### config.mk
export PLATFORM = sky130hd
export DESIGN_NAME = itc_threshold_compare
export DESIGN_NICKNAME = d
export VERILOG_FILES = /design/src/rtl/itc_pkg.sv /design/src/rtl/itc_threshold_compare.sv
export VERILOG_INCLUDE_DIRS = /design/src /design/src/rtl
export SDC_FILE = /design/constraint.sdc
export NUM_CORES = 1
export LEC_CHECK = 0
export BUFFER_PORTS_ARGS = -buffer_cell sky130_fd_sc_hd__buf_2
export CORE_MARGIN = 4
export CORE_UTILIZATION = 57
export CTS_CLUSTER_SIZE = 28
export DETAILED_ROUTE_END_ITERATION = 8
export PLACE_DENSITY_LB_ADDON = 0.08
export SYNTH_ARGS = -nofsm -noshare
export SYNTH_HDL_FRONTEND = slang
export SYNTH_SLANG_ARGS = --single-unit
### constraint.sdc
create_clock -name mclk_in -period 2.8 [get_ports mclk_in]
set_clock_uncertainty 0.05 [all_clocks]
set_input_delay 0.56 -clock mclk_in [delete_from_list [all_inputs] [get_ports mclk_in]]
set_output_delay 0.56 -clock mclk_in [all_outputs]
set_load 0.05 [all_outputs]
### src/rtl/itc_consts.svh
// Purpose: Named constants for the inductance threshold compare block
// Assumes: Byte-wide registers on a 7-bit serial address
// Notes: Included by the package and the design module
`ifndef ITC_CONSTS_SVH
`define ITC_CONSTS_SVH

// =============================================================
// Register addresses
`define ITC_ADDR_INT_FUNC 7'h0A
`define ITC_ADDR_UPPER_LOW 7'h16
`define ITC_ADDR_UPPER_HIGH 7'h17
`define ITC_ADDR_LOWER_LOW 7'h18
`define ITC_ADDR_LOWER_HIGH 7'h19
`define ITC_ADDR_STATUS 7'h20

// =============================================================
// Reset values and the zero code that clears the high flag via 0x0A
`define ITC_RST_BYTE 8'h00
`define ITC_RST_THRESH 16'h0000
`define ITC_INT_FUNC_CLEAR 8'h00

// =============================================================
// Status bit positions
`define ITC_ST_NO_OSC 7
`define ITC_ST_DRDY_LOW 6
`define ITC_ST_RES_HIGH 5
`define ITC_ST_RES_HYST 4
`define ITC_ST_IND_HIGH 3
`define ITC_ST_IND_HYST 2
`define ITC_ST_RESERVED 1
`define ITC_ST_POR 0

// =============================================================
// Serial frame layout
`define ITC_FRAME_BITS 5'h10
`define ITC_CMD_BITS 5'h08
`define ITC_BIT_ZERO 5'h00

`endif

### src/rtl/itc_pkg.sv
// Purpose: Shared types for the inductance threshold compare block
// Assumes: Constants come from itc_consts.svh
// Notes: Nothing here is imported; users write itc_pkg::name
`include "itc_consts.svh"

package itc_pkg;

   // =============================================================
   // Serial frame phase
   typedef enum logic [1:0] {
      ITC_IDLE,
      ITC_COMMAND,
      ITC_DATA,
      ITC_DONE
   } itc_phase_t;

   typedef logic [7:0] itc_byte_t;

endpackage : itc_pkg

### src/rtl/itc_threshold_compare.sv
// Purpose: Inductance threshold registers, comparators and status byte
// Assumes: Serial clock at most one eighth of mclk_in, mode 0, MSB first
// Notes: One 16-bit frame per chip select: R/W bit, 7-bit address, data
`timescale 1ns/10ps
`include "itc_consts.svh"

// Operation
// - The active upper threshold is high byte times 256 plus low byte.
// - A result above the upper threshold drives the high-compare flag low.
// - The upper low byte is buffered until the upper high byte is written.
// - The active lower threshold is high byte times 256 plus low byte.
// - A result below the lower threshold raises the hysteresis flag.
// - The lower low byte is buffered until the lower high byte is written.
// - All four threshold bytes take writes at any time and reset to zero.
// - The status byte is read-only, resets to zero and packs seven flags and a reserved zero bit.
// - The high flag latches low; only a zero write to 0x0A clears it.
// - The hysteresis flag is 0 above the upper, 1 below the lower bound.
// - Data-ready reads 0 while new data waits, 1 when none is there.
module itc_threshold_compare (
   // Clock and reset
   input wire logic mclk_in,
   input wire logic resetn_in,
   // Serial port pins
   input wire logic sclk_in,
   input wire logic csn_in,
   input wire logic sdi_in,
   output logic sdo_out,
   output logic sdo_oe_out,
   // Conversion cores
   input wire logic [15:0] ind_result_in,
   input wire logic ind_result_valid_in,
   input wire logic new_data_in,
   input wire logic res_high_compare_flag_in,
   input wire logic res_hysteresis_flag_in,
   input wire logic no_oscillation_error_in,
   input wire logic por_busy_in,
   // Block state
   output logic [15:0] ind_upper_threshold_out,
   output logic [15:0] ind_lower_threshold_out,
   output logic [7:0] converter_status_out,
   output logic [7:0] interrupt_function_select_out
);

   // =============================================================
   // Pin synchronisers
   logic [2:0] sclk_sync;
   logic [1:0] csn_sync;
   logic [1:0] sdi_sync;
   logic sclk_rise;
   logic sclk_fall;

   always_ff @(posedge mclk_in or negedge resetn_in) begin
      if (!resetn_in) begin
         sclk_sync <= 3'h0;
         csn_sync <= 2'h3;
         sdi_sync <= 2'h0;
      end else begin
         sclk_sync <= {sclk_sync[1:0], sclk_in};
         csn_sync <= {csn_sync[0], csn_in};
         sdi_sync <= {sdi_sync[0], sdi_in};
      end
   end

   // Edge detect looks only past the first stage
   assign sclk_rise = sclk_sync[1] & ~sclk_sync[2];
   assign sclk_fall = ~sclk_sync[1] & sclk_sync[2];

   // =============================================================
   // Serial frame
   itc_pkg::itc_phase_t phase;
   logic [4:0] bit_cnt;
   logic [14:0] shift_in;
   logic [7:0] shift_out;
   logic is_read;
   logic [6:0] addr;
   logic wr_pulse;
   logic [7:0] wr_data;
   logic rd_status_pulse;
   logic [7:0] rd_data;
   logic [15:0] next_frame;

   assign next_frame = {shift_in, sdi_sync[1]};

   always_ff @(posedge mclk_in or negedge resetn_in) begin
      if (!resetn_in) begin
         phase <= itc_pkg::ITC_IDLE;
         bit_cnt <= `ITC_BIT_ZERO;
         shift_in <= 15'h0000;
         is_read <= 1'b0;
         addr <= 7'h00;
         wr_pulse <= 1'b0;
         wr_data <= `ITC_RST_BYTE;
         rd_status_pulse <= 1'b0;
      end else begin
         wr_pulse <= 1'b0;
         rd_status_pulse <= 1'b0;
         if (csn_sync[1]) begin
            phase <= itc_pkg::ITC_IDLE;
            bit_cnt <= `ITC_BIT_ZERO;
         end else if (sclk_rise) begin
            shift_in <= next_frame[14:0];
            bit_cnt <= bit_cnt + 5'h01;
            case (phase)
               itc_pkg::ITC_IDLE: begin
                  phase <= itc_pkg::ITC_COMMAND;
               end
               itc_pkg::ITC_COMMAND: begin
                  if (bit_cnt == `ITC_CMD_BITS - 5'h01) begin
                     phase <= itc_pkg::ITC_DATA;
                     is_read <= next_frame[7];
                     addr <= next_frame[6:0];
                  end
               end
               itc_pkg::ITC_DATA: begin
                  if (bit_cnt == `ITC_FRAME_BITS - 5'h01) begin
                     phase <= itc_pkg::ITC_DONE;
                     wr_pulse <= ~is_read;
                     wr_data <= next_frame[7:0];
                     // Consumed only after the byte went out, not before
                     rd_status_pulse <= is_read &&
                        (addr == `ITC_ADDR_STATUS);
                  end
               end
               default: begin
                  phase <= itc_pkg::ITC_DONE;
               end
            endcase
         end
      end
   end

   // Read data goes out on falling edges so it is stable at the next rise
   always_ff @(posedge mclk_in or negedge resetn_in) begin
      if (!resetn_in) begin
         shift_out <= `ITC_RST_BYTE;
         sdo_out <= 1'b0;
         sdo_oe_out <= 1'b0;
      end else if (csn_sync[1]) begin
         sdo_out <= 1'b0;
         sdo_oe_out <= 1'b0;
      end else if (sclk_fall && phase == itc_pkg::ITC_DATA && is_read) begin
         if (bit_cnt == `ITC_CMD_BITS) begin
            sdo_out <= rd_data[7];
            shift_out <= {rd_data[6:0], 1'b0};
         end else begin
            sdo_out <= shift_out[7];
            shift_out <= {shift_out[6:0], 1'b0};
         end
         sdo_oe_out <= 1'b1;
      end
   end

   // =============================================================
   // Threshold registers
   logic [7:0] upper_low_buf;
   logic [7:0] lower_low_buf;
   logic wr_int_func_zero;

   assign wr_int_func_zero = wr_pulse && addr == `ITC_ADDR_INT_FUNC &&
      wr_data == `ITC_INT_FUNC_CLEAR;

   always_ff @(posedge mclk_in or negedge resetn_in) begin
      if (!resetn_in) begin
         upper_low_buf <= `ITC_RST_BYTE;
         lower_low_buf <= `ITC_RST_BYTE;
         ind_upper_threshold_out <= `ITC_RST_THRESH;
         ind_lower_threshold_out <= `ITC_RST_THRESH;
         interrupt_function_select_out <= `ITC_RST_BYTE;
      end else if (wr_pulse) begin
         // No mode gating: thresholds may change mid-conversion
         case (addr)
            `ITC_ADDR_UPPER_LOW: upper_low_buf <= wr_data;
            `ITC_ADDR_UPPER_HIGH: begin
               ind_upper_threshold_out <= {wr_data, upper_low_buf};
            end
            `ITC_ADDR_LOWER_LOW: lower_low_buf <= wr_data;
            `ITC_ADDR_LOWER_HIGH: begin
               ind_lower_threshold_out <= {wr_data, lower_low_buf};
            end
            `ITC_ADDR_INT_FUNC: interrupt_function_select_out <= wr_data;
            default: begin
            end
         endcase
      end
   end

   // =============================================================
   // Comparators and flags
   logic ind_high_compare_flag;
   logic ind_hysteresis_flag;
   logic data_ready_low;
   logic above_upper;
   logic below_lower;

   assign above_upper = ind_result_valid_in &&
      ind_result_in > ind_upper_threshold_out;
   assign below_lower = ind_result_valid_in &&
      ind_result_in < ind_lower_threshold_out;

   // Latching flag: the exceed event wins over a clear in the same cycle
   always_ff @(posedge mclk_in or negedge resetn_in) begin
      if (!resetn_in) begin
         ind_high_compare_flag <= 1'b0;
      end else if (above_upper) begin
         ind_high_compare_flag <= 1'b0;
      end else if (wr_int_func_zero) begin
         ind_high_compare_flag <= 1'b1;
      end
   end

   always_ff @(posedge mclk_in or negedge resetn_in) begin
      if (!resetn_in) begin
         ind_hysteresis_flag <= 1'b0;
      end else if (above_upper) begin
         ind_hysteresis_flag <= 1'b0;
      end else if (below_lower) begin
         ind_hysteresis_flag <= 1'b1;
      end
      // Otherwise held inside the band
   end

   // New data wins over the status read that marks it consumed
   always_ff @(posedge mclk_in or negedge resetn_in) begin
      if (!resetn_in) begin
         data_ready_low <= 1'b0;
      end else if (new_data_in) begin
         data_ready_low <= 1'b0;
      end else if (rd_status_pulse) begin
         data_ready_low <= 1'b1;
      end
   end

   // =============================================================
   // Status byte and read mux
   logic [7:0] next_status;

   always_comb begin
      next_status = `ITC_RST_BYTE;
      next_status[`ITC_ST_NO_OSC] = no_oscillation_error_in;
      next_status[`ITC_ST_DRDY_LOW] = data_ready_low;
      next_status[`ITC_ST_RES_HIGH] = res_high_compare_flag_in;
      next_status[`ITC_ST_RES_HYST] = res_hysteresis_flag_in;
      next_status[`ITC_ST_IND_HIGH] = ind_high_compare_flag;
      next_status[`ITC_ST_IND_HYST] = ind_hysteresis_flag;
      next_status[`ITC_ST_RESERVED] = 1'b0;
      next_status[`ITC_ST_POR] = por_busy_in;
   end

   always_ff @(posedge mclk_in or negedge resetn_in) begin
      if (!resetn_in) begin
         converter_status_out <= `ITC_RST_BYTE;
      end else begin
         converter_status_out <= next_status;
      end
   end

   // Status writes fall into the default branch and are dropped
   always_comb begin
      case (addr)
         `ITC_ADDR_INT_FUNC: rd_data = interrupt_function_select_out;
         `ITC_ADDR_UPPER_LOW: rd_data = upper_low_buf;
         `ITC_ADDR_UPPER_HIGH: rd_data = ind_upper_threshold_out[15:8];
         `ITC_ADDR_LOWER_LOW: rd_data = lower_low_buf;
         `ITC_ADDR_LOWER_HIGH: rd_data = ind_lower_threshold_out[15:8];
         `ITC_ADDR_STATUS: rd_data = converter_status_out;
         default: rd_data = `ITC_RST_BYTE;
      endcase
   end

endmodule : itc_threshold_compare

# Word level (Yosys, flattened, before mapping)

Index checks and enable logic that the tools add are counted.

Reductions and logical operators: 24
Add/sub/neg operators: 1
Bitwise operators: 6
Equal/unequal tests: 13
Muxes and demuxes: 28
$lt $le $gt $ge: 2

Operators by type and width:

| cell                | number |
|---|---|
| $pmux 8 s6          | 1 |
| $eq 7x5->1 const B  | 4 |
| $mux 1              | 19 |
| $gt 16x16->1        | 1 |
| $lt 16x16->1        | 1 |
| $reduce_and 2->1    | 7 |
| $eq 5x4->1 const B  | 2 |
| $mux 5              | 2 |
| $reduce_bool 2->1   | 5 |
| $logic_not 8->1     | 1 |
| $mux 2              | 4 |
| $mux 8              | 1 |
| $reduce_and 4->1    | 2 |
| $eq 7x4->1 const B  | 1 |
| $eq 7x6->1 const B  | 1 |
| $logic_and 1x1->1   | 7 |
| $ne 3x3->1 const B  | 2 |
| $pmux 2 s3          | 1 |
| $add 5x1->5 const B | 1 |
| $eq 5x3->1 const B  | 1 |
| $not 1->1           | 4 |
| $reduce_and 3->1    | 1 |
| $and 1x1->1         | 2 |
| $eq 2x1->1 const B  | 1 |
| other kinds (2)     | 2 |

Input bits: 27
Logic and storage cells: 97
Register bits: 115

# Longest topological paths before layout

Word-level depth: 6
Mapped depth: 7

# Worst setup path before layout

No wires, ideal clock.

Kind: reg2reg
Start: reg ind_lower_threshold_out[9]
End: reg ind_hysteresis_flag
Buffers on the path: 0
Arrival time: 2.123 ns
Path slack: 0.523 ns
Data required time: 2.646 ns
Library setup time: 0.104 ns
Cell stages (with the launch flop): 8
Cells stage by stage: dfrtp_1 inv_1 ha_1 a21o_1 nand3_1 a21oi_1 or4b_2 a221oi_1

Word-level cells in the longest chain between the ends: 3

RTL lines:

| item                               | RTL line                     | RTL |
|---|---|---|
| from (decl)                        | itc_threshold_compare.sv:39  | `output logic [15:0] ind_lower_threshold_out,` |
| from (signal assigned)             | itc_threshold_compare.sv:167 | `` ind_lower_threshold_out <= `ITC_RST_THRESH; `` |
| from (signal assigned)             | itc_threshold_compare.sv:178 | `ind_lower_threshold_out <= {wr_data, lower_low_buf};` |
| $lt 16x16->1                       | itc_threshold_compare.sv:198 | `ind_result_in < ind_lower_threshold_out;` |
| $logic_and 1x1->1                  | itc_threshold_compare.sv:197 | `assign below_lower = ind_result_valid_in &&` |
| $reduce_bool 2->1 (no source line) | -                            |  |
| to (signal assigned)               | itc_threshold_compare.sv:213 | `ind_hysteresis_flag <= 1'b0;` |
| to (signal assigned)               | itc_threshold_compare.sv:215 | `ind_hysteresis_flag <= 1'b0;` |
| to (signal assigned)               | itc_threshold_compare.sv:217 | `ind_hysteresis_flag <= 1'b1;` |
| to (decl)                          | itc_threshold_compare.sv:190 | `logic ind_hysteresis_flag;` |

Every way passes these cells.
A chain may end at the register's enable or synchronous reset.

# Worst setup path after layout

Start: reg addr[2]
End: reg sdo_out

Word-level cells in the longest chain between the ends: 5

RTL lines:

| item                               | RTL line                     | RTL |
|---|---|---|
| from (decl)                        | itc_threshold_compare.sv:75  | `logic [6:0] addr;` |
| from (signal assigned)             | itc_threshold_compare.sv:111 | `addr <= next_frame[6:0];` |
| $eq 7x6->1 (tied with other cells) | itc_threshold_compare.sv:259 | `case (addr)` |
| $pmux 8 s6 (*)                     | itc_threshold_compare.sv:259 |  |
| $mux 1 (*)                         | itc_threshold_compare.sv:142 | `` if (bit_cnt == `ITC_CMD_BITS) begin `` |
| $mux 1 (*)                         | itc_threshold_compare.sv:141 | `end else if (sclk_fall && phase == itc_pkg::ITC_DATA && is_read) begin` |
| $mux 1 (*)                         | itc_threshold_compare.sv:138 | `end else if (csn_sync[1]) begin` |
| to (signal assigned)               | itc_threshold_compare.sv:143 | `sdo_out <= rd_data[7];` |
| to (signal assigned)               | itc_threshold_compare.sv:146 | `sdo_out <= shift_out[7];` |
| to (decl)                          | itc_threshold_compare.sv:27  | `output logic sdo_out,` |

Every way passes the cells marked *; elsewhere a longest branch is shown, timed or not. The select of a mux whose other input is x is not followed.

==> reports/qor.txt <==
CTS Sinks -> 114
synthesis-stage register bit count -> 114
largest net degree at the start of global routing -> 53
H-tree Lvls -> 4
Die Span Y -> 107 um
CP Cell Sequence -> or4b_4 > nor3b_4 > buf_4 > a221oi_1 > o211a_1 > o21ai_0
post-CTS setup buffer count -> 0
Leakage -> 3.35 nW
1st-pass router iterations -> 5
Reg clk slew, reported paths -> 0.06 ns
Max stage delay on crit path -> 0.56 ns
Post-synth ARST share -> 100%
first-pass GRT wire length -> 21800 um
Pwr Total -> 4.18 mW
number of I/O port buffers -> 75
hold_sp -> csn_in
internal power -> 3.23 mW
Longest Clk Path Bufs -> 2
WS Path Type -> reg2reg
Initial Util -> 59.1%
Net Sw Power -> 0.944 mW
row cnt -> 35
Slowest-stage cell, CP -> or4b_4
maxcap violations -> 0
sw frac -> 22.6%
Slew headroom -> 64.8%
vias per cell -> 5.78
clk_lat worst skew -> 0.53 ns
sequential share of power -> 42.1%
P&R area growth vs syn -> 20.9%
dominant synthesized flop cell -> dfrtp_1
startpoint types -> flop
Worst R2R Start -> addr[2]
Post-route DRC -> 0
Inserted Clock Buffers -> 17
commonest non-fill, non-tap cell in the layout -> dfrtp_1
WHS -> 0.0723 ns
f_max -> 0.448 GHz
Overflow after GRT -> 0
CP Max Fanout -> 10
Final min period -> 2.23 ns
worst-margin pin slew -> 0.528 ns
Hold Fails Final Rpt -> 0
clock power share -> 53.1%
Global Route met3 Usage -> 8.73%
Global Route met1 Usage -> 35.4%
antenna cells -> 0
Post-synth EDFFs -> 0
Synth Cell Area -> 5540 um2
GP Congestion -> 0.859
outcome -> finished clean
R2R depth -> 6
DP Area -> 6080 um2
number of global-route vias before repair -> 4065
io pins -> 77
share of cells above drive strength 1 -> 34.7%
Setup TNS Final -> 0 ns
GR peak layer -> met2
Slew Viols, Final -> 0
peak supply drop -> 0.523 mV
Total Die Area -> 11400 um2
Core Area -> 9370 um2
dpl ws -> 0.504 ns
hold crit path type -> in2reg
DP Wirelength -> 9640 um
worst setup margin -> 0.568 ns
most frequent cells in the layout -> dfrtp_1 (112), buf_2 (74), mux2_2 (53), inv_1 (38), ha_1 (34)
cell count after synthesis -> 464
post-CTS sizing -> 0
Clk Tree Root Cell -> clkbuf_8
All-Layer GR Usage -> 25.5%
Starting DRT DRC Count -> 298
final instance area -> 6700 um2
Hold EP -> csn_sync[0]
via count -> 4013
worst r2r dst -> sdo_out
arrival time worst endpoint -> 2.63 ns
RSZ-0062 raised after global routing -> no
worst hold path depth -> 1
Final nets -> 613
# setup viols final -> 0
period utilisation layout -> 79.7%
Die X -> 107 um
CTS tree -> done
crit end category -> flop
Power Dens Cells -> 624 nW/um2
Post-DRT Antenna Nets -> 0
post-synthesis sequential area ratio -> 51.5%
final WL -> 13600 um
Worst Path Required -> 3.20 ns
Combinational Power Share -> 4.8%
Synth Area per Inst -> 11.9 um2
DR WL/cell -> 19.6 um
synth unique cells -> 57
reg2reg setup slack -> 0.57 ns
GR Util met2 -> 38.1%
initial antenna violation count -> 0
Post-Synthesis Net Count -> 525
Ys Warns -> 0
[registers in the layout (all words and copies together), names as in the netlist, 2 cells and up]
signal	flops
interrupt_function_select_out	8
sclk_sync	3
addr	7
sdi_sync	2
csn_sync	2
wr_data	8
upper_low_buf	8
lower_low_buf	8
shift_in	7
converter_status_out	7
phase	2
shift_out	7
ind_upper_threshold_out	16
ind_lower_threshold_out	16
bit_cnt	5
[worst max path at each step]
stage	slack, ns	end	startpoint	depth (start not counted)
after global routing	0.43	sdo_out	addr[2]	6
after floorplan	0.52	ind_hysteresis_flag	ind_lower_threshold_out[9]	7
after global placement	0.53	ind_hysteresis_flag	ind_result_in[7]	7
after CTS	0.57	sdo_out	addr[2]	6
after detailed placement	0.50	ind_hysteresis_flag	ind_result_in[14]	7
final	0.57	sdo_out	addr[2]	6
[layer usage]
layer / vias to the layer above / part of all wire, % / wire (um)
li1: 1846 / - / -
met1: 1995 / 45 / 6080
met5: - / 0 / 0
met2: 153 / 46 / 6270
met3: 19 / 7.9 / 1080
met4: 0 / 1.5 / 201
[final cells by class]
class | instances | area, um2
sequential | 114 | 2860
inverter | 38 | 143
clock inverter | 14 | 189
tap | 129 | 161
multi-input combinational | 294 | 2450
fill | 710 | 2670
clock buffer | 18 | 418
timing repair buffer | 87 | 483
[Yosys cell counts, drive strengths merged (2+ instances only)]
master	count	area, um2
ha	34	425
nor3	2	10.0
xor2	2	17.5
dfstp	2	52.6
mux2	71	867
a22o	3	26.3
o211ai	3	22.5
a32oi	4	35.0
nor4bb	2	20.0
a22oi	4	30.0
clkbuf	10	37.5
a21o	2	15.0
o211a	2	20.0
inv	38	143
a221oi	7	61.3
dfrtp	112	2800
or4b	3	33.8
o21ai	31	155
nand2	31	124
a21oi	18	90.1
nand4	9	56.3
nor4	3	33.8
nor2	15	56.3
and2	2	12.5
buf	8	55.1
nor2b	8	50.1
or4	2	15.0
nor3b	2	26.3
nand3	7	47.6
and3	9	56.3
a211oi	2	15.0
[stage by stage]
step / std cells / util, %
after floorplan: 464 / -
after global placement: 661 / 64.9
after detailed placement: 661 / 64.9
after CTS: 694 / 71.5
after global routing: 694 / 71.5
final: 694 / 71.5
[critical path, delay by kind of cell, from the launching register on]
family | cells | cell delay [ns]
and+or+nand+nor | 2 | 0.88
DFF | 1 | 0.42
buffers and inverters | 1 | 0.26
AOI/OAI and AO/OA | 3 | 0.53
[logic make-up (layout without fill, tap and decap cells)]
group	after synthesis	in the layout	synth area share [%]
flops	114	114	51.5
simple gates	101	101	10.6
compound gates	83	83	9.59
mux	72	72	15.8
buf+inv	56	157	4.24
fa+ha+maj	34	34	7.67
xor+xnor	3	3	0.474
other cells	1	1	0.0677
[power by group through the flow]
stage | registers [mW] | logic [mW] | clock network [mW]
finish | 1.76 | 0.201 | 2.22
global route | 1.77 | 0.227 | 2.32
CTS | 1.76 | 0.204 | 2.24
detailed placement | 1.79 | 0.201 | 0
global placement | 1.79 | 0.194 | 0
floorplan | 1.78 | 0.100 | 0
[timing repair]
action	CTS	global route
hold buffers	1	0
setup endpoints to repair	0	0
hold endpoints to repair	33	0
Note: power is estimated with default switching activity, not from simulation.
